## config.mk

```make
export PLATFORM = sky130hd
export DESIGN_NAME = periodic_interrupt_timer
export DESIGN_NICKNAME = d
export VERILOG_FILES = /design/src/common/timer_pkg.sv /design/src/rtl/periodic_interrupt_timer.sv /design/src/rtl/prescaler.sv /design/src/rtl/event_flags.sv
export VERILOG_INCLUDE_DIRS = /design/src /design/src/common
export SDC_FILE = /design/constraint.sdc
export NUM_CORES = 1
export LEC_CHECK = 0
export ABC_CLOCK_PERIOD_IN_PS = 4100
export BUFFER_PORTS_ARGS = -buffer_cell sky130_fd_sc_hd__buf_2
export CORE_ASPECT_RATIO = 1.2
export CORE_MARGIN = 1.5
export CORE_UTILIZATION = 58
export DETAILED_ROUTE_END_ITERATION = 7
export PLACE_DENSITY = 0.86
export SLEW_MARGIN = 20
export SYNTH_ARGS = -nofsm -noshare
export SYNTH_HDL_FRONTEND = slang
export SYNTH_SLANG_ARGS = --single-unit
```

## constraint.sdc

```tcl
create_clock -name hclk -period 4.1 [get_ports hclk]
set_clock_uncertainty 0.15 [all_clocks]
set_input_delay 0.205 -clock hclk [delete_from_list [all_inputs] [get_ports hclk]]
set_output_delay 0.205 -clock hclk [all_outputs]
set_load 0.02 [all_outputs]
```

## src/common/timer_defines.svh

```systemverilog
// Purpose: offsets, field positions and reset values of the periodic interrupt timer
// Assumes: included by bare name; word index times four is the byte address
// Notes: the package holds the types
//
// What this block does
// - 16-bit up-counter, free or modulo wrap.
// - wrap limit from two byte limit registers.
// - counter reads never disturb counting.
// - counter clocked only by internal prescaler.
// - status/control bit layout, bit3 reads zero.
// - reset clears status/control except halt set.
// - counter bytes read-only, zero after reset.
// - both limit bytes reset to all ones.
// - seven registers at consecutive indices.
// - prescale codes divide by 1..64, 111=64.
// - overflow flag set; read-then-write-zero clears.
// - clear bit zeroes counter and prescaler, self-clears.
// - high read latches low byte until read.
`ifndef TIMER_DEFINES_SVH
`define TIMER_DEFINES_SVH

// ==========================================================
// register indices
`define IDX_STATUS_CONTROL 8'h4b
`define IDX_COUNTER_HIGH 8'h4c
`define IDX_COUNTER_LOW 8'h4d
`define IDX_LIMIT_HIGH 8'h4e
`define IDX_LIMIT_LOW 8'h4f
`define IDX_EVENT_STATUS 8'h50
`define IDX_EVENT_MASK 8'h51

// ==========================================================
// status/control fields
`define SC_FLAG 7
`define SC_IRQ_EN 6
`define SC_HALT 5
`define SC_CLEAR 4
`define SC_ZERO 3
`define SC_PS_MSB 2
`define SC_PS_LSB 0

// ==========================================================
// event status bits
`define EV_OVERFLOW 0
`define EV_CLEARED 1

// ==========================================================
// reset values
`define SC_RESET 8'h20
`define COUNT_RESET 16'h0000
`define LIMIT_RESET 8'hff
`define EV_MASK_RESET 8'h00

`endif

```

## src/common/timer_pkg.sv

```systemverilog
// Purpose: types and shared decode for the periodic interrupt timer
// Assumes: used by package::name only
// Notes: prescale mask holds ones below the selected divider bit
package timer_pkg;

    typedef enum logic {bus_idle, bus_wait} bus_state_type;

    // codes 6 and 7 both give divide by 64
    function automatic logic [5:0] prescale_mask(input logic [2:0] sel);
        logic [5:0] m;
        m = 6'h00;
        case (sel)
            3'h0: m = 6'h00;
            3'h1: m = 6'h01;
            3'h2: m = 6'h03;
            3'h3: m = 6'h07;
            3'h4: m = 6'h0f;
            3'h5: m = 6'h1f;
            default: m = 6'h3f;
        endcase
        return m;
    endfunction

endpackage

```

## src/rtl/periodic_interrupt_timer.sv

```systemverilog
// Purpose: periodic interrupt timer with an AHB-Lite register slave
// Assumes: single word transfers; register data in the low byte
// Notes: every access takes one wait state so read data come from a flop
//
// Register access over AHB-Lite was decided locally.
`timescale 1ns/1ns
`include "timer_defines.svh"

module periodic_interrupt_timer #(
    parameter int EV_WIDTH = 2
) (
    input logic hclk,
    input logic hresetn,
    input logic hsel,
    input logic [31:0] haddr,
    input logic [1:0] htrans,
    input logic hwrite,
    input logic [2:0] hsize,
    input logic [31:0] hwdata,
    input logic hready,
    output logic hreadyout,
    output logic [31:0] hrdata,
    output logic hresp,
    output logic irq
);

    generate
        if (EV_WIDTH < 2 || EV_WIDTH > 8) begin : g_chk
            $error("event width must be 2 to 8");
        end
    endgenerate

    // ==========================================================
    // declarations
    timer_pkg::bus_state_type state_r;
    logic [7:0] idx_r;
    logic wr_r;
    logic map_ok_r;
    logic hreadyout_r;
    logic [31:0] hrdata_r;
    logic hresp_r;
    logic irq_r;

    logic flag_r;
    logic ie_r;
    logic halt_r;
    logic [2:0] psel_r;
    logic arm_r;
    logic [15:0] count_r;
    logic [7:0] limit_hi_r;
    logic [7:0] limit_lo_r;
    logic hold_r;
    logic lat_r;
    logic [7:0] low_buf_r;

    logic accept;
    logic acc;
    logic rd;
    logic wr;
    logic [7:0] wdat;
    logic [7:0] rd_byte;
    logic rd_sc;
    logic wr_sc;
    logic rd_hi;
    logic rd_lo;
    logic wr_cnt;
    logic clr_req;
    logic tick;
    logic at_limit;
    logic ovf;
    logic ovf_ev;
    logic [15:0] limit;
    logic [EV_WIDTH-1:0] ev_in;
    logic [EV_WIDTH-1:0] ev_status;
    logic [EV_WIDTH-1:0] ev_mask;
    logic ev_pending;
    // a literal cannot be bit-selected, so the reset word is held as a constant
    localparam logic [7:0] sc_reset_value = `SC_RESET;

    // ==========================================================
    // bus slave
    assign accept = hsel && htrans[1] && hready && (state_r == timer_pkg::bus_idle);
    assign acc = (state_r == timer_pkg::bus_wait);
    assign rd = acc && !wr_r && map_ok_r;
    assign wr = acc && wr_r && map_ok_r;
    assign wdat = hwdata[7:0];

    always_ff @(posedge hclk or negedge hresetn) begin
        if (!hresetn) begin
            state_r <= timer_pkg::bus_idle;
            hreadyout_r <= 1'b1;
        end else if (accept) begin
            state_r <= timer_pkg::bus_wait;
            hreadyout_r <= 1'b0;
        end else if (acc) begin
            state_r <= timer_pkg::bus_idle;
            hreadyout_r <= 1'b1;
        end
    end

    // only word transfers are served, so hsize is not decoded
    always_ff @(posedge hclk or negedge hresetn) begin
        if (!hresetn) begin
            idx_r <= 8'h00;
            wr_r <= 1'b0;
            map_ok_r <= 1'b0;
        end else if (accept) begin
            idx_r <= haddr[9:2];
            wr_r <= hwrite;
            map_ok_r <= (haddr[31:10] == 22'h0) && (haddr[1:0] == 2'h0);
        end
    end

    assign rd_sc = rd && (idx_r == `IDX_STATUS_CONTROL);
    assign wr_sc = wr && (idx_r == `IDX_STATUS_CONTROL);
    assign rd_hi = rd && (idx_r == `IDX_COUNTER_HIGH);
    assign rd_lo = rd && (idx_r == `IDX_COUNTER_LOW);
    assign wr_cnt = wr && (idx_r == `IDX_COUNTER_HIGH || idx_r == `IDX_COUNTER_LOW);

    always_comb begin
        rd_byte = 8'h00;
        case (idx_r)
            `IDX_STATUS_CONTROL: rd_byte = {flag_r, ie_r, halt_r, 2'b00, psel_r};
            `IDX_COUNTER_HIGH: rd_byte = count_r[15:8];
            `IDX_COUNTER_LOW: rd_byte = lat_r ? low_buf_r : count_r[7:0];
            `IDX_LIMIT_HIGH: rd_byte = limit_hi_r;
            `IDX_LIMIT_LOW: rd_byte = limit_lo_r;
            `IDX_EVENT_STATUS: rd_byte = 8'(ev_status);
            `IDX_EVENT_MASK: rd_byte = 8'(ev_mask);
            default: rd_byte = 8'h00;
        endcase
    end

    // unmapped reads return zero, writes there are dropped, answer stays OKAY
    always_ff @(posedge hclk or negedge hresetn) begin
        if (!hresetn) begin
            hrdata_r <= 32'h0000_0000;
        end else if (acc) begin
            hrdata_r <= rd ? {24'h00_0000, rd_byte} : 32'h0000_0000;
        end
    end

    always_ff @(posedge hclk or negedge hresetn) begin
        if (!hresetn) begin
            hresp_r <= 1'b0;
        end else begin
            hresp_r <= 1'b0;
        end
    end

    // ==========================================================
    // status and control
    assign clr_req = wr_sc && wdat[`SC_CLEAR];

    always_ff @(posedge hclk or negedge hresetn) begin
        if (!hresetn) begin
            ie_r <= sc_reset_value[`SC_IRQ_EN];
            halt_r <= sc_reset_value[`SC_HALT];
            psel_r <= sc_reset_value[`SC_PS_MSB:`SC_PS_LSB];
        end else if (wr_sc) begin
            ie_r <= wdat[`SC_IRQ_EN];
            halt_r <= wdat[`SC_HALT];
            psel_r <= wdat[`SC_PS_MSB:`SC_PS_LSB];
        end
    end

    // a fresh overflow disarms the clear, so a stale read cannot lose it
    always_ff @(posedge hclk or negedge hresetn) begin
        if (!hresetn) begin
            arm_r <= 1'b0;
        end else if (ovf_ev) begin
            arm_r <= 1'b0;
        end else if (rd_sc && flag_r) begin
            arm_r <= 1'b1;
        end else if (wr_sc) begin
            arm_r <= 1'b0;
        end
    end

    always_ff @(posedge hclk or negedge hresetn) begin
        if (!hresetn) begin
            flag_r <= sc_reset_value[`SC_FLAG];
        end else if (ovf_ev) begin
            flag_r <= 1'b1;
        end else if (wr_sc && !wdat[`SC_FLAG] && arm_r) begin
            flag_r <= 1'b0;
        end
    end

    // ==========================================================
    // limit registers
    always_ff @(posedge hclk or negedge hresetn) begin
        if (!hresetn) begin
            limit_hi_r <= `LIMIT_RESET;
            limit_lo_r <= `LIMIT_RESET;
        end else if (wr && idx_r == `IDX_LIMIT_HIGH) begin
            limit_hi_r <= wdat;
        end else if (wr && idx_r == `IDX_LIMIT_LOW) begin
            limit_lo_r <= wdat;
        end
    end

    // half-written limit would give a false overflow, so flag waits for the low byte
    always_ff @(posedge hclk or negedge hresetn) begin
        if (!hresetn) begin
            hold_r <= 1'b0;
        end else if (wr && idx_r == `IDX_LIMIT_HIGH) begin
            hold_r <= 1'b1;
        end else if (wr && idx_r == `IDX_LIMIT_LOW) begin
            hold_r <= 1'b0;
        end
    end

    assign limit = {limit_hi_r, limit_lo_r};

    // ==========================================================
    // counter
    prescaler #(
        .DIV_BITS(6)
    ) u_prescaler (
        .hclk(hclk),
        .hresetn(hresetn),
        .run(!halt_r),
        .clear(clr_req),
        .sel(psel_r),
        .tick(tick)
    );

    assign at_limit = (count_r == limit);
    assign ovf = tick && at_limit && !clr_req;
    assign ovf_ev = ovf && !hold_r;

    // counting depends only on tick and clear, never on bus reads
    always_ff @(posedge hclk or negedge hresetn) begin
        if (!hresetn) begin
            count_r <= `COUNT_RESET;
        end else if (clr_req) begin
            count_r <= `COUNT_RESET;
        end else if (tick) begin
            count_r <= at_limit ? `COUNT_RESET : count_r + 16'h0001;
        end
    end

    always_ff @(posedge hclk or negedge hresetn) begin
        if (!hresetn) begin
            lat_r <= 1'b0;
            low_buf_r <= 8'h00;
        end else if (rd_hi && !lat_r) begin
            lat_r <= 1'b1;
            low_buf_r <= count_r[7:0];
        end else if (rd_lo) begin
            lat_r <= 1'b0;
        end
    end

    // ==========================================================
    // interrupt
    assign ev_in = EV_WIDTH'({clr_req, ovf_ev});

    event_flags #(
        .WIDTH(EV_WIDTH)
    ) u_events (
        .hclk(hclk),
        .hresetn(hresetn),
        .event_in(ev_in),
        .rd_clear(rd && idx_r == `IDX_EVENT_STATUS),
        .mask_we(wr && idx_r == `IDX_EVENT_MASK),
        .mask_wdata(wdat[EV_WIDTH-1:0]),
        .status(ev_status),
        .mask(ev_mask),
        .pending(ev_pending)
    );

    always_ff @(posedge hclk or negedge hresetn) begin
        if (!hresetn) begin
            irq_r <= 1'b0;
        end else begin
            irq_r <= (flag_r && ie_r) || ev_pending;
        end
    end

    assign hreadyout = hreadyout_r;
    assign hrdata = hrdata_r;
    assign hresp = hresp_r;
    assign irq = irq_r;
endmodule

```

## src/rtl/prescaler.sv

```systemverilog
// Purpose: divides the bus clock into a one-cycle counting enable
// Assumes: clear and run come from logic on hclk
// Notes: tick is combinational from the divider register
`timescale 1ns/1ns

module prescaler #(
    parameter int DIV_BITS = 6
) (
    input logic hclk,
    input logic hresetn,
    input logic run,
    input logic clear,
    input logic [2:0] sel,
    output logic tick
);

    generate
        if (DIV_BITS < 6) begin : g_chk
            $error("prescaler needs at least six divider bits");
        end
    endgenerate

    logic [DIV_BITS-1:0] div_r;
    logic [DIV_BITS-1:0] mask;

    assign mask = DIV_BITS'(timer_pkg::prescale_mask(sel));
    assign tick = run && !clear && ((div_r & mask) == mask);

    always_ff @(posedge hclk or negedge hresetn) begin
        if (!hresetn) begin
            div_r <= '0;
        end else if (clear) begin
            div_r <= '0;
        end else if (run) begin
            div_r <= div_r + 1'b1;
        end
    end
endmodule

```

## src/rtl/event_flags.sv

```systemverilog
// Purpose: sticky event bits, mask and one pending level
// Assumes: rd_clear is a one-cycle read strobe of the status register
// Notes: an event in the clearing cycle survives the clear
`timescale 1ns/1ns
`include "timer_defines.svh"

module event_flags #(
    parameter int WIDTH = 2
) (
    input logic hclk,
    input logic hresetn,
    input logic [WIDTH-1:0] event_in,
    input logic rd_clear,
    input logic mask_we,
    input logic [WIDTH-1:0] mask_wdata,
    output logic [WIDTH-1:0] status,
    output logic [WIDTH-1:0] mask,
    output logic pending
);

    generate
        if (WIDTH < 1 || WIDTH > 8) begin : g_chk
            $error("event width must be 1 to 8");
        end
    endgenerate

    logic [WIDTH-1:0] status_r;
    logic [WIDTH-1:0] mask_r;

    always_ff @(posedge hclk or negedge hresetn) begin
        if (!hresetn) begin
            status_r <= '0;
        end else begin
            status_r <= (rd_clear ? '0 : status_r) | event_in;
        end
    end

    always_ff @(posedge hclk or negedge hresetn) begin
        if (!hresetn) begin
            mask_r <= WIDTH'(`EV_MASK_RESET);
        end else if (mask_we) begin
            mask_r <= mask_wdata;
        end
    end

    assign status = status_r;
    assign mask = mask_r;
    assign pending = |(status_r & mask_r);
endmodule

```

After elaboration in Yosys (flattened, before gate mapping)

Index checks and enable logic that the tools add are counted.

Register bits after elaboration: 104
Input bits: 74
Output and inout bits: 35
Logic and storage cells: 110

$add $sub $neg: 2
Equal/unequal tests: 15
Multiplexer cells: 22
Bitwise logic cells: 5
Reduce and logical (&&, ||, !) cells: 45

Operator list:

| operator                | count |
|---|---|
| $eq A8 B7 Y1 const B    | 7 |
| $pmux W8 S7             | 1 |
| $mux W16                | 3 |
| $pmux W6 S6             | 1 |
| $logic_and A1 B1 Y1     | 27 |
| $logic_not A22 Y1       | 1 |
| $add A16 B1 Y16 const B | 1 |
| $eq A16 B16 Y1          | 1 |
| $mux W8                 | 2 |
| $mux W1                 | 12 |
| $mux W6                 | 2 |
| $reduce_bool A2 Y1      | 5 |
| $add A6 B1 Y6 const B   | 1 |
| $and A6 B6 Y6           | 1 |
| $eq A3 B2 Y1 const B    | 2 |
| $eq A3 B3 Y1 const B    | 2 |
| $eq A6 B6 Y1            | 1 |
| $logic_not A1 Y1        | 6 |
| $eq A3 B1 Y1 const B    | 1 |
| $logic_not A3 Y1        | 1 |
| $reduce_bool A3 Y1      | 1 |
| $and A2 B2 Y2           | 1 |
| $logic_not A2 Y1        | 1 |
| $mux W2                 | 1 |
| 6 further kinds         | 7 |

Depth between registers and ports, before layout

Gate-level depths: netlist (run 1).

Word-level depth: 11
Mapped depth: 7
Gate-level depth less buffers: 6

By module

From an unflattened synthesis (run 1), not the netlist that was laid out.

Cell total of the unflattened synthesis: 426
Area, all modules: 4,376.7 um^2

Modules (own cells, without submodules):

| module                   | times used | cells an instance | area an instance (um^2) | seq. area each (um^2) |
|---|---|---|---|---|
| periodic_interrupt_timer | 1          | 381               | 3,886.2                 | 1,774.2 |
| prescaler                | 1          | 35                | 332.8                   | 150.1 |
| event_flags              | 1          | 10                | 157.7                   | 100.1 |

Worst setup path after synthesis (run 1)

No wires, ideal clock.

Path type: register to register
Start point: register idx_r[5]
End point: register u_events.mask_r[0] (netlist: u_events.mask[0])
Setup time: 0.125 ns
Arrival time: 2.066 ns
Data required time: 3.825 ns
Path slack: 1.759 ns
Stages on the path, launching flop included: 5
Path buffers: 0
Period minus slack after synthesis: 2.341 ns
Cell sequence: dfrtp_1 or4b_4 or4b_1 nor3_1 mux2_2

Cells in the longest elaborated chain, start to end: 2

Ends and longest elaborated chain:

| what                          | line                            | source |
|---|---|---|
| start: declaration            | periodic_interrupt_timer.sv:36  | `logic [7:0] idx_r;` |
| start signal: assignment      | periodic_interrupt_timer.sv:108 | `idx_r <= haddr[9:2];` |
| $eq A8 B7 Y1                  | n/a                             |  |
| $logic_and A1 B1 Y1 (no line) | n/a                             |  |
| end signal: assignment        | event_flags.sv:40               | `` mask_r <= WIDTH'(`EV_MASK_RESET); `` |
| end signal: assignment        | event_flags.sv:42               | `mask_r <= mask_wdata;` |
| end: declaration              | event_flags.sv:28               | `logic [WIDTH-1:0] mask_r;` |

Every way passes these cells.
A chain may end at the register's enable or synchronous reset.

Worst setup path in the final report (run 1)

Start point: register idx_r[0]
End point: register u_events.status_r[0] (netlist: u_events.status[0])

Cells in the longest elaborated chain, start to end: 10
Elaborated cells on any way between the ends: 13
Those cells by class: 2 x eq/ne; 1 x mux; 1 x bitwise; 9 x reduce/logical

Ends and longest elaborated chain:

| what                             | line                                             | source |
|---|---|---|
| $eq A8 B7 Y1                     | n/a                                              |  |
| $logic_and A1 B1 Y1              | periodic_interrupt_timer.sv:115                  | `` assign wr_sc = wr && (idx_r == `IDX_STATUS_CONTROL); `` |
| $logic_and A1 B1 Y1              | periodic_interrupt_timer.sv:153                  | `` assign clr_req = wr_sc && wdat[`SC_CLEAR]; `` |
| $logic_not A1 Y1                 | periodic_interrupt_timer.sv:230, prescaler.sv:27 |  |
| $logic_and A1 B1 Y1 (2 in a row) | prescaler.sv:27                                  | `assign tick = run && !clear && ((div_r & mask) == mask);` |
| $logic_and A1 B1 Y1 (2 in a row) | periodic_interrupt_timer.sv:230                  | `assign ovf = tick && at_limit && !clr_req;` |
| $logic_and A1 B1 Y1              | periodic_interrupt_timer.sv:231                  | `assign ovf_ev = ovf && !hold_r;` |
| $or A2 B2 Y2 (*)                 | event_flags.sv:34                                | `status_r <= (rd_clear ? '0 : status_r) \| event_in;` |
| end signal: assignment           | event_flags.sv:34                                |  |
| end: declaration                 | event_flags.sv:27                                | `logic [WIDTH-1:0] status_r;` |

Every way passes the cells marked *; elsewhere a longest branch is shown, timed or not.

==> metrics.log, run 1 <==
[metrics] critical-path maximum fanout: 26
[metrics] Routed Wire Length: 10300 um
[metrics] cell type group with the largest total delay on the critical path: simple AND/OR/NAND/NOR gates
[metrics] Reg clk slew, reported paths: 0.08 ns
[metrics] Core Region: 7320 sq um
[metrics] Mapped Area: 4400 sq um
[metrics] EDFF count, synth: 0
[metrics] Buffers on Ports: 55
[metrics] latest clock arrival within the worst-skew pair: 0.35 ns
[metrics] standby leakage power: ~2.3 nW
[metrics] final HPWL from detailed placement: between 7000 and 8000 um
[metrics] final setup violation count: 0
[metrics] relative area change from synthesis to final layout: 12.6%
[metrics] Max Cap Viol: 0
[metrics] maximum frequency from static timing analysis: 364 MHz
[metrics] vias in the first global route: 3430
[metrics] worst min path class: input port to flip-flop
[metrics] most frequent cells in the layout: sky130_fd_sc_hd__dfrtp_1 (62), sky130_fd_sc_hd__buf_2 (54), sky130_fd_sc_hd__nand2_1 (51)
[metrics] Final period util: 67.1%
[metrics] worst slew pin tran: 0.985 ns
[metrics] kind of start point of the critical path: flip-flop
[metrics] final hold violations: 0
[metrics] RSZ-0062 raised after global routing: no
[metrics] number of H-tree branching levels: 3
[metrics] post-DR wirelength/cell: 17.8 um
[metrics] residual overflow from global routing: 0
[metrics] Pins Over Slew Limit: 0
[metrics] Post-route DRC: 0
[metrics] area of the die: between 8000 and 9000 sq um
[metrics] yosys warns: 0
[metrics] capturing element type of the critical path: flip-flop
[metrics] most common library cell in the layout ignoring fill and taps: sky130_fd_sc_hd__dfrtp_1
[metrics] crit-path cells: nand2_1 > nor4_4 > and2_0 > nor4_1 > a21o_1
[metrics] first drt pass iteration count: 5
[metrics] largest net degree at the start of global routing: 81
[metrics] status: finished, final reports clean
[metrics] TritonCTS clock tree: built
[metrics] #FFs+latches synth: 80
[metrics] die span in x: ~80 um
[metrics] slowest stage cell on the critical path: sky130_fd_sc_hd__dfrtp_1
[metrics] clock tree buffer depth: 2
[metrics] post-DR vias/cell: between 5 and 6
[metrics] share of flip-flops with an asynchronous set or reset after synthesis: 100%
[metrics] sequential element share of the synthesized area: 46.1%
[metrics] Max-Slew Margin vs Limit: around a third
[metrics] prevailing post-synth register cell: sky130_fd_sc_hd__dfrtp_1
[metrics] kind of critical path: flip-flop to flip-flop
[metrics] min cycle time layout: 2.75 ns
[metrics] Antenna diodes: 0
[metrics] buffers inserted during post-CTS setup optimization: 0
[metrics] Avg Cell Area, Syn: 10.4 sq um
[metrics] number of buffers and inverters on the critical path: 0
[metrics] global-route wire length before repair: 16900 um
[metrics] total power of the final layout: 1.70 mW
[metrics] starting utilization of the core area: 60.1%
[metrics] Peak supply drop: 0.254 mV
[metrics] routability cong.: 0.868
[metrics] setup slack of the worst register-to-register path: 1.35 ns
[metrics] total number of placement rows: 34
[metrics] power density normalized to cell area: around 340 nW/um^2
[metrics] number of standard cells after synthesis: 421
[metrics] share of cells above drive strength 1: 27.8%
[metrics] required time at the worst-slack endpoint: 4.19 ns
[metrics] cts bufs inserted: 9
[metrics] antenna violation net count after detailed routing: 0
[metrics] floorplan die height: 98.4 um
[metrics] Num Clock Sinks: 80
[metrics] via total after detailed routing: 3450
[metrics] ports placed on the boundary: 109
[metrics] CP Data Arrival Time: 2.84 ns
[metrics] Root Buffer: sky130_fd_sc_hd__clkbuf_8
[metrics] antenna violations before repair: 0
[metrics] Post-layout nets: 557
[metrics] final total negative setup slack: 0 ns
[metrics] delay contributed by the slowest stage of the critical path: 0.97 ns
[metrics] DRC violation total after the first TritonRoute iteration: 298
[metrics] global-route usage over all layers: 27.9%
[metrics] post-synth cell types: 61
-- tightest hold or removal path: stages --
cell and delay [ns]:
sky130_fd_sc_hd__buf_2 0.08, sky130_fd_sc_hd__nor4_1 0.04, sky130_fd_sc_hd__nand4_1 0.06, sky130_fd_sc_hd__o31ai_1 0.08
-- cells in the mapped netlist, types with 2 or more instances --
master,n,area [sq um]
sky130_fd_sc_hd__a211oi_1,4,30.0
sky130_fd_sc_hd__a21o_1,2,15.0
sky130_fd_sc_hd__a21oi_1,9,45.0
sky130_fd_sc_hd__a22oi_1,3,22.5
sky130_fd_sc_hd__a2bb2oi_1,2,17.5
sky130_fd_sc_hd__a31oi_1,3,18.8
sky130_fd_sc_hd__a32o_1,3,30.0
sky130_fd_sc_hd__a32oi_1,2,17.5
sky130_fd_sc_hd__and3_1,5,31.3
sky130_fd_sc_hd__and3b_1,2,17.5
sky130_fd_sc_hd__and4_1,2,17.5
sky130_fd_sc_hd__buf_1,2,7.51
sky130_fd_sc_hd__buf_2,4,20.0
sky130_fd_sc_hd__buf_4,25,188
sky130_fd_sc_hd__clkbuf_1,17,63.8
sky130_fd_sc_hd__dfrtp_1,62,1550
sky130_fd_sc_hd__dfstp_2,18,473
sky130_fd_sc_hd__ha_1,2,25.0
sky130_fd_sc_hd__inv_1,6,22.5
sky130_fd_sc_hd__mux2_2,33,372
sky130_fd_sc_hd__mux2i_1,9,90.1
sky130_fd_sc_hd__mux4_2,3,67.6
sky130_fd_sc_hd__nand2_1,51,191
sky130_fd_sc_hd__nand2b_1,5,31.3
sky130_fd_sc_hd__nand3_1,15,75.1
sky130_fd_sc_hd__nand3b_1,2,15.0
sky130_fd_sc_hd__nand4_1,9,56.3
sky130_fd_sc_hd__nor2_1,21,78.8
sky130_fd_sc_hd__nor2b_1,4,25.0
sky130_fd_sc_hd__nor3_1,2,10.0
sky130_fd_sc_hd__nor4_1,11,68.8
sky130_fd_sc_hd__nor4_4,2,42.5
sky130_fd_sc_hd__o21ai_0,7,35.0
sky130_fd_sc_hd__o21bai_1,3,22.5
sky130_fd_sc_hd__o221ai_1,3,26.3
sky130_fd_sc_hd__o22ai_1,3,18.8
sky130_fd_sc_hd__o31ai_1,9,67.6
sky130_fd_sc_hd__or2_2,4,25.0
sky130_fd_sc_hd__or4_1,7,52.6
sky130_fd_sc_hd__xnor2_1,2,17.5
sky130_fd_sc_hd__xor2_1,23,201
-- metal layers --
| layer | global-route usage [%] | wire length, um | up-vias |
|---|---|---|---|
| met5 | 0 | 0 | - |
| met4 | 14.7 | 367 | 0 |
| met3 | 4.11 | 460 | 32 |
| met2 | 44.9 | 5370 | 135 |
| met1 | 35.6 | 4060 | 1692 |
| li1 | - | - | 1591 |
-- path summary, 6_finish.rpt --
kind	cells after the start	to	from
worst min register to register	1	hrdata[4]	hrdata[4]
max in group asynchronous	2	hrdata[0]	hresetn
min in group asynchronous	2	count_r[7]	hresetn
worst max-delay path	5	u_events.status[0]	idx_r[0]
worst max register to register	5	u_events.status[0]	idx_r[0]
worst min-delay path	4	map_ok_r	haddr[23]
-- power breakdown --
group / leakage (nW) / switching, mW / total, mW / internal [mW]
registers: 1.00 / 0.103 / 0.943 / 0.840
clock network: 0.0878 / 0.285 / 0.517 / 0.232
logic: 1.18 / 0.128 / 0.237 / 0.109
total: 2.27 / 0.516 / 1.70 / 1.18
-- metrics by stage --
| step | hold slack [ns] | instances | cell area, sq um | util [%] | worst slack [ns] |
|---|---|---|---|---|---|
| 6_report | 0.00809 | 576 | 4950 | 67.6 | 1.35 |
| 5_1_grt | 0.00236 | 576 | 4950 | 67.6 | 1.13 |
| 4_1_cts | 0.000194 | 576 | 4950 | 67.6 | 1.39 |
| 3_5_place_dp | 0.248 | 541 | 4590 | 62.7 | 1.41 |
| 3_3_place_gp | 0.246 | 541 | 4590 | 62.7 | 1.46 |
| 2_1_floorplan | -0.241 | 445 | 4490 | - | 1.76 |
-- final cells by class --
cell class	count	area [sq um]
inverter	6	22.5
fill	543	2370
tap	90	113
multi-input combinational	310	2150
timing repair buffer	74	468
clock buffer	10	138
sequential	80	2020
clock inverter	6	35.0
-- cells by family (layout without fill, tap and decap cells) --
logic type / Yosys count / in the layout / share of synthesized area, %
AOI/OAI and AO/OA: 63 / 63 / 10.8
xor gates and xnor gates: 25 / 25 / 4.98
adders and majority gates: 2 / 2 / 0.569
buffers and inverters: 55 / 96 / 7.12
DFF: 80 / 80 / 46.1
muxes: 46 / 46 / 12.3
other: 1 / 25 / 0.0853
and+or+nand+nor: 149 / 149 / 18.1
-- what timing repair did --
item | in CTS | in global routing
hold buffers | 19 | 0
hold endpoints to repair | 87 | 0
gates resized for setup | 0 | 0
-- registers in the layout (all words and copies together) (netlist names), 2 cells and up --
signal and count:
hrdata 8, limit_hi_r 8, limit_lo_r 8, count_r 16
idx_r 8, psel_r 3, u_events.mask 2, u_prescaler.div_r 6
low_buf_r 8, u_events.status 2
No activity file was read; power rests on OpenSTA's default activity.
==> run 2, diff against run 1 <==
- ABC_CLOCK_PERIOD_IN_PS: 4100 -> 2700
- CORE_UTILIZATION: 58 -> 54
- PLACE_DENSITY: 0.86 -> 0.81
- clock period: 4.1 -> 2.7 ns (I/O delays scaled with it)
==> run 2 against run 1 <==
Net effect: the flow now finishes with violations (design-rule violations); clock-buffer cell count stayed put; register-to-register slack worse by 1.2 ns; core utilization is 1.2 points lower; non-clock buffer count is 22 higher; highest routed layer unchanged; sequential power is 48% higher; die area is 7.2% higher; worst setup slack worse by 1.2 ns; routed wire length is 5.3% higher; largest cell class unchanged.
==> metrics.log, run 2 (synthesis results as in run 1) <==
[metrics] area of the die: 8690 sq um (was 8110 sq um)
[metrics] Antenna diodes: 0 (unchanged)
[metrics] most common library cell in the layout ignoring fill and taps: sky130_fd_sc_hd__dfrtp_1 (unchanged)
[metrics] standby leakage power: 2.39 nW (was 2.27 nW)
[metrics] routability cong.: 0.882 (was 0.868)
[metrics] latest clock arrival within the worst-skew pair: 0.36 ns (was 0.35 ns)
[metrics] multi-input gate area in the final layout: 2150 sq um (unchanged)
[metrics] first drt pass iteration count: 7 (was 5)
[metrics] DRC violation total after the first TritonRoute iteration: 228 (was 298)
[metrics] Core Region: 7790 sq um (was 7320 sq um)
[metrics] Finished Core Util: 66.4% (was 67.6%)
[metrics] global-route wire length before repair: 17600 um (was 16900 um)
[metrics] number of flip-flops in the largest register: 16 (unchanged)
[metrics] final total negative setup slack: 0 ns (unchanged)
[metrics] maximum frequency from static timing analysis: 392 MHz (was 364 MHz)
[metrics] final setup violation count: 0 (unchanged)
[metrics] residual overflow from global routing: 0 (unchanged)
[metrics] CP Data Arrival Time: 2.64 ns (was 2.84 ns)
[metrics] Final period util: 94.5% (was 67.1%)
[metrics] Root Buffer: sky130_fd_sc_hd__clkbuf_8 (unchanged)
[metrics] vias in the first global route: 3577 (was 3430)
[metrics] worst slew pin tran: 0.992 ns (was 0.985 ns)
[metrics] slowest stage cell on the critical path: sky130_fd_sc_hd__or4_1 (was sky130_fd_sc_hd__dfrtp_1)
[metrics] Max Cap Viol: 0 (unchanged)
[metrics] Post-route DRC: 3 (was 0)
[metrics] violated checks: design-rule violations
[metrics] total number of placement rows: 35 (was 34)
[metrics] relative area change from synthesis to final layout: 17.8% (was 12.6%)
[metrics] least setup slack across all paths after layout: 0.149 ns (was 1.35 ns)
[metrics] global-route usage over all layers: 26.7% (was 27.9%)
[metrics] required time at the worst-slack endpoint: 2.79 ns (was 4.19 ns)
[metrics] crit-path cells: or4b_4 > or4_1 > o211a_1 > a32o_1 > o21bai_1 (was nand2_1 > nor4_4 > and2_0 > nor4_1 > a21o_1)
[metrics] final HPWL from detailed placement: 7480 um (was 7050 um)
[metrics] buffers inserted during post-CTS setup optimization: 0 (unchanged)
[metrics] Num Clock Sinks: 80 (unchanged)
[metrics] delay contributed by the slowest stage of the critical path: 0.71 ns (was 0.97 ns)
[metrics] ports placed on the boundary: 109 (unchanged)
[metrics] clock tree buffer depth: 2 (unchanged)
[metrics] critical-path maximum fanout: 8 (was 26)
[metrics] antenna violations before repair: 0 (unchanged)
[metrics] Largest Register: count_r (unchanged)
[metrics] register area: 2020 sq um (unchanged)
[metrics] most frequent cells in the layout: sky130_fd_sc_hd__dfrtp_1 (62), sky130_fd_sc_hd__buf_2 (54), sky130_fd_sc_hd__nand2_1 (51) (unchanged)
[metrics] capturing element type of the critical path: flip-flop (unchanged)
[metrics] TritonCTS clock tree: built (unchanged)
[metrics] starting utilization of the core area: 56.4% (was 60.1%)
[metrics] cts bufs inserted: 9 (unchanged)
[metrics] post-DR wirelength/cell: 18.0 um (was 17.8 um)
[metrics] Max-Slew Margin vs Limit: 33.9% (was 34.4%)
[metrics] Post-CTS Resized: 0 (unchanged)
[metrics] die span in x: 85.4 um (was 82.5 um)
[metrics] status: finished with violations (was finished, final reports clean)
[metrics] worst slack, placed: 0.170 ns (was 1.41 ns)
[metrics] worst min path class: input port to flip-flop (unchanged)
[metrics] Pins Over Slew Limit: 0 (unchanged)
[metrics] final hold violations: 0 (unchanged)
[metrics] Peak supply drop: 0.392 mV (was 0.254 mV)
[metrics] filler cell count: 582 (was 543)
[metrics] Post-layout nets: 579 (was 557)
[metrics] via total after detailed routing: 3579 (was 3450)
[metrics] kind of start point of the critical path: flip-flop (unchanged)
[metrics] floorplan die height: 102 um (was 98.4 um)
[metrics] power density normalized to cell area: 539 nW/um^2 (was 343 nW/um^2)
[metrics] largest net degree at the start of global routing: 81 (unchanged)
[metrics] number of H-tree branching levels: 3 (unchanged)
[metrics] kind of critical path: flip-flop to flip-flop (unchanged)
[metrics] min cycle time layout: 2.55 ns (was 2.75 ns)
[metrics] Routed Wire Length: 10800 um (was 10300 um)
[metrics] Reg clk slew, reported paths: 0.09 ns (was 0.08 ns)
[metrics] Buffers on Ports: 55 (unchanged)
[metrics] share of cells above drive strength 1: 29.7% (was 27.8%)
[metrics] post-DR vias/cell: 5.97 (was 5.99)
[metrics] antenna violation net count after detailed routing: 0 (unchanged)
[metrics] RSZ-0062 raised after global routing: no (unchanged)
-- run 2: per-layer routing --
layer / part of all wire [%] / track usage (%) / vias to the layer above
met5: 0 / 0 / -
li1: - / - / 1633
met2: 51 / 45.5 / 139
met1: 39 / 31.4 / 1760
met4: 4.8 / 17.6 / 0
met3: 4.8 / 4.20 / 47
-- run 2: timing repair --
action,CTS,global route
endpoints found under the setup margin,0,0
hold endpoints to repair,96,0
hold buffers,24,0
-- run 2: path summary, 6_finish.rpt --
path | start | end | slack (ns) | cells after the start
worst max-delay path | idx_r[5] | count_r[9] | 0.15 | 5
worst min-delay path | hready | map_ok_r | 0.23 | 3
worst max register to register | idx_r[5] | count_r[9] | 0.15 | 5
worst min register to register | hrdata[4] | hrdata[4] | 0.34 | 1
max in group asynchronous | hresetn | u_prescaler.div_r[2] | 1.42 | 2
min in group asynchronous | hresetn | lat_r | 0.32 | 2
-- run 2: final cells by class --
cell class | count | share of cell area (%)
Sequential cell | 80 | 39.1
Clock inverter | 6 | 1.81
Tap cell | 92 | 2.22
Multi-Input combinational cell | 310 | 41.5
Timing Repair Buffer | 96 | 12.5
Inverter | 6 | 0.435
Clock buffer | 10 | 2.46
-- run 2: where the power goes --
part | switching (mW) | total [mW] | internal, mW
clock network | 0.459 | 0.985 | 0.526
logic | 0.230 | 0.406 | 0.176
registers | 0.125 | 1.40 | 1.28
total | 0.814 | 2.79 | 1.98
-- run 2: metrics by stage --
stage,instances,hold WS [ns],instance area [sq um],total power [mW]
6_report,600,0.231,5180,2.79
5_1_grt,600,0.269,5180,2.90
4_1_cts,600,0.172,5180,2.79
3_5_place_dp,560,0.177,4720,1.80
3_3_place_gp,560,0.177,4720,1.78
2_1_floorplan,445,-0.311,4490,1.67
-- run 2: critical path, delay by kind of cell (launching register included) --
family             cells  cell delay (ns)
DFF                    1             0.43
and+or+nand+nor        2             1.31
AOI/OAI and AO/OA      3             0.54
==> run 3, diff against run 2 <==
- SYNTH_HIERARCHICAL: default -> 1
==> run 3 against run 2 <==
Net effect: the flow still finishes with violations (design-rule violations); cell count up 1.2%; synthesized cell count rose by 1.2%; core utilization grew 0.86 points; routed wire length is 5.6% lower; synthesized area fell by 0.43%; clock power decreased by 11%; flip-flop and latch count stayed put; register-to-register slack hardly changed; total power down 13%; cell area increased by 0.72%; sequential power decreased by 9%; combinational power is 33% lower.
==> metrics.log, run 3 <==
[metrics] cell type with the largest total area after synthesis: sky130_fd_sc_hd__dfrtp_1 (unchanged)
[metrics] highest signal layer in the routed design: met4 (unchanged)
[metrics] CP Data Arrival Time: 2.62 ns (was 2.64 ns)
[metrics] Root Buffer: sky130_fd_sc_hd__clkbuf_8 (unchanged)
[metrics] Largest Register: count_r (unchanged)
[metrics] share of flip-flops with an asynchronous set or reset after synthesis: 100% (unchanged)
[metrics] Antenna diodes: 0 (unchanged)
[metrics] share of cells above drive strength 1: 29.3% (was 29.7%)
[metrics] standby leakage power: 2.33 nW (was 2.39 nW)
[metrics] final HPWL from detailed placement: 7150 um (was 7480 um)
[metrics] #FFs+latches synth: 80 (unchanged)
[metrics] violated checks: design-rule violations (unchanged)
[metrics] Final period util: 94.0% (was 94.5%)
[metrics] Peak supply drop: 0.409 mV (was 0.392 mV)
[metrics] total number of placement rows: 35 (unchanged)
[metrics] EDFF count, synth: 0 (unchanged)
[metrics] relative area change from synthesis to final layout: 19.2% (was 17.8%)
[metrics] prevailing post-synth register cell: sky130_fd_sc_hd__dfrtp_1 (unchanged)
[metrics] required time at the worst-slack endpoint: 2.78 ns (was 2.79 ns)
[metrics] antenna violations before repair: 0 (unchanged)
[metrics] residual overflow from global routing: 0 (unchanged)
[metrics] Core Region: 7750 sq um (was 7790 sq um)
[metrics] post-synth cell types: 58 (was 61)
[metrics] top post-synthesis cells by count: sky130_fd_sc_hd__dfrtp_1 (62), sky130_fd_sc_hd__nand2_1 (53), sky130_fd_sc_hd__nor2_1 (32) (was sky130_fd_sc_hd__dfrtp_1 (62), sky130_fd_sc_hd__nand2_1 (51), sky130_fd_sc_hd__mux2_2 (33))
[metrics] largest net degree at the start of global routing: 81 (unchanged)
[metrics] maximum frequency from static timing analysis: 394 MHz (was 392 MHz)
[metrics] least setup slack across all paths after layout: 0.162 ns (was 0.149 ns)
[metrics] post-DR vias/cell: 5.67 (was 5.97)
[metrics] most common library cell in the layout ignoring fill and taps: sky130_fd_sc_hd__dfrtp_1 (unchanged)
[metrics] die span in x: 85.2 um (was 85.4 um)
[metrics] final hold violations: 0 (unchanged)
[metrics] Buffers on Ports: 55 (unchanged)
[metrics] Post-route DRC: 3 (unchanged)
[metrics] first drt pass iteration count: 6 (was 7)
[metrics] post-DR wirelength/cell: 16.8 um (was 18.0 um)
[metrics] yosys warns: 6 (was 0)
[metrics] kind of critical path: flip-flop to flip-flop (unchanged)
[metrics] buffers inserted during post-CTS setup optimization: 0 (unchanged)
[metrics] clock tree buffer depth: 2 (unchanged)
[metrics] antenna violation net count after detailed routing: 0 (unchanged)
[metrics] routed length on met3: 361 um (was 518 um)
[metrics] floorplan die height: 102 um (about the same)
[metrics] total routed wire length on the met1 layer: 4170 um (was 4220 um)
[metrics] Num Clock Sinks: 80 (unchanged)
[metrics] Post-layout nets: 586 (was 579)
[metrics] Max Cap Viol: 0 (unchanged)
[metrics] TritonCTS clock tree: built (unchanged)
[metrics] via total after detailed routing: 3442 (was 3579)
[metrics] status: finished with violations (unchanged)
[metrics] library cell with the highest instance count after synthesis: sky130_fd_sc_hd__dfrtp_1 (unchanged)
[metrics] area of the die: 8660 sq um (was 8690 sq um)
[metrics] DRC violation total after the first TritonRoute iteration: 214 (was 228)
[metrics] cts bufs inserted: 9 (unchanged)
[metrics] cell count after placement: 567 (was 560)
[metrics] final setup violation count: 0 (unchanged)
[metrics] latest clock arrival within the worst-skew pair: 0.35 ns (was 0.36 ns)
[metrics] post-synth top area share: 35.4% (was 35.3%)
[metrics] Pins Over Slew Limit: 0 (unchanged)
[metrics] DR WL met2: 5360 um (was 5550 um)
[metrics] min cycle time layout: 2.54 ns (was 2.55 ns)
[metrics] worst slack, placed: 0.0932 ns (was 0.170 ns)
[metrics] global-route usage over all layers: 24.7% (was 26.7%)
[metrics] power density normalized to cell area: 464 nW/um^2 (was 539 nW/um^2)
[metrics] most frequent cells in the layout: sky130_fd_sc_hd__dfrtp_1 (62), sky130_fd_sc_hd__buf_2 (54), sky130_fd_sc_hd__nand2_1 (53) (was sky130_fd_sc_hd__dfrtp_1 (62), sky130_fd_sc_hd__buf_2 (54), sky130_fd_sc_hd__nand2_1 (51))
[metrics] RSZ-0062 raised after global routing: no (unchanged)
[metrics] worst slew pin tran: 0.969 ns (was 0.992 ns)
[metrics] number of standard cells after synthesis: 426 (was 421)
[metrics] top cells by area, synth: sky130_fd_sc_hd__dfrtp_1 (35%), sky130_fd_sc_hd__dfstp_2 (11%), sky130_fd_sc_hd__xnor2_1 (5.6%) (was sky130_fd_sc_hd__dfrtp_1 (35%), sky130_fd_sc_hd__dfstp_2 (11%), sky130_fd_sc_hd__mux2_2 (8.5%))
[metrics] number of flip-flops in the largest register: 16 (unchanged)
[metrics] critical-path maximum fanout: 12 (was 8)
[metrics] routability cong.: 0.899 (was 0.882)
[metrics] final total negative setup slack: 0 ns (unchanged)
[metrics] capturing element type of the critical path: flip-flop (unchanged)
[metrics] starting utilization of the core area: 56.5% (was 56.4%)
[metrics] worst min path class: input port to flip-flop (unchanged)
[metrics] Max-Slew Margin vs Limit: 35.4% (was 33.9%)
[metrics] Routed Wire Length: 10200 um (was 10800 um)
[metrics] kind of start point of the critical path: flip-flop (unchanged)
[metrics] Avg Cell Area, Syn: 10.3 sq um (was 10.4 sq um)
[metrics] global-route wire length before repair: 16500 um (was 17600 um)
[metrics] ports placed on the boundary: 109 (unchanged)
[metrics] sequential element share of the synthesized area: 46.3% (was 46.1%)
[metrics] Mapped Area: 4380 sq um (was 4400 sq um)
[metrics] vias in the first global route: 3477 (was 3577)
[metrics] final cell count without fillers: 607 (was 600)
[metrics] Reg clk slew, reported paths: 0.08 ns (was 0.09 ns)
[metrics] number of H-tree branching levels: 3 (unchanged)
-- run 3: cell type report --
cell class | instances | area [sq um]
Fill cell | 559 | 2540
Multi-Input combinational cell | 309 | 2180
Sequential cell | 80 | 2020
Timing Repair Buffer | 97 | 653
Clock buffer | 11 | 141
Tap cell | 92 | 115
Clock inverter | 5 | 56.3
Inverter | 13 | 48.8
-- run 3: repair_timing --
action	in CTS	in global routing
endpoints found under the hold margin	96	0
hold buffers	24	0
setup endpoints to repair	0	14
gates resized for setup	0	5
-- run 3: logic make-up after synthesis --
kind of cell    count (synthesis)  share of synthesized area [%]
other cells                     1                         0.0857
flops                          80                           46.3
xor+xnor                       31                           6.20
simple gates                  153                           18.3
compound gates                 55                           9.41
buf+inv                        61                           7.58
mux                            43                           11.6
fa+ha+maj                       2                          0.572
-- run 3: worst max-delay path, cell delays in order (launching register included) --
cell and delay (ns):
sky130_fd_sc_hd__dfrtp_1 0.39, sky130_fd_sc_hd__and4b_1 0.22, sky130_fd_sc_hd__and2_1 0.17, sky130_fd_sc_hd__and3_2 0.21
sky130_fd_sc_hd__or2b_1 0.26, sky130_fd_sc_hd__a221oi_4 0.30, sky130_fd_sc_hd__a41oi_4 0.14, sky130_fd_sc_hd__or3_1 0.39
sky130_fd_sc_hd__xor2_1 0.14, sky130_fd_sc_hd__nor2_1 0.06
-- run 3: stage by stage --
stage | hold WS [ns] | instance area, sq um | util (%) | power, mW
after floorplan | -0.311 | 4490 | - | 1.45
after global placement | 0.178 | 4740 | 61.1 | 1.52
after detailed placement | 0.179 | 4740 | 61.1 | 1.53
after CTS | 0.237 | 5170 | 66.7 | 2.43
after global routing | 0.271 | 5220 | 67.3 | 2.51
final | 0.249 | 5220 | 67.3 | 2.42
-- run 3: final timing paths --
check                      startpoint          end  slack [ns]  cells after the start
setup reg to reg             idx_r[3]  count_r[10]        0.16                      9
hold reg to reg             hreadyout    hreadyout        0.36                      2
min in group asynchronous     hresetn        lat_r        0.34                      2
hold / removal                 hready     idx_r[4]        0.25                      4
setup / recovery             idx_r[3]  count_r[10]        0.16                      9
max in group asynchronous     hresetn    psel_r[1]        1.44                      2
-- run 3: report_power, final --
group	internal (mW)	total (mW)	switching, mW
combinational	0.111	0.272	0.161
clock	0.451	0.880	0.429
sequential	1.24	1.27	0.0295
-- run 3: metal layers --
layer,up-vias,GRT usage (%)
li1,1614,-
met1,1682,29.3
met2,117,43.8
met3,29,4.32
met4,0,11.5
met5,-,0
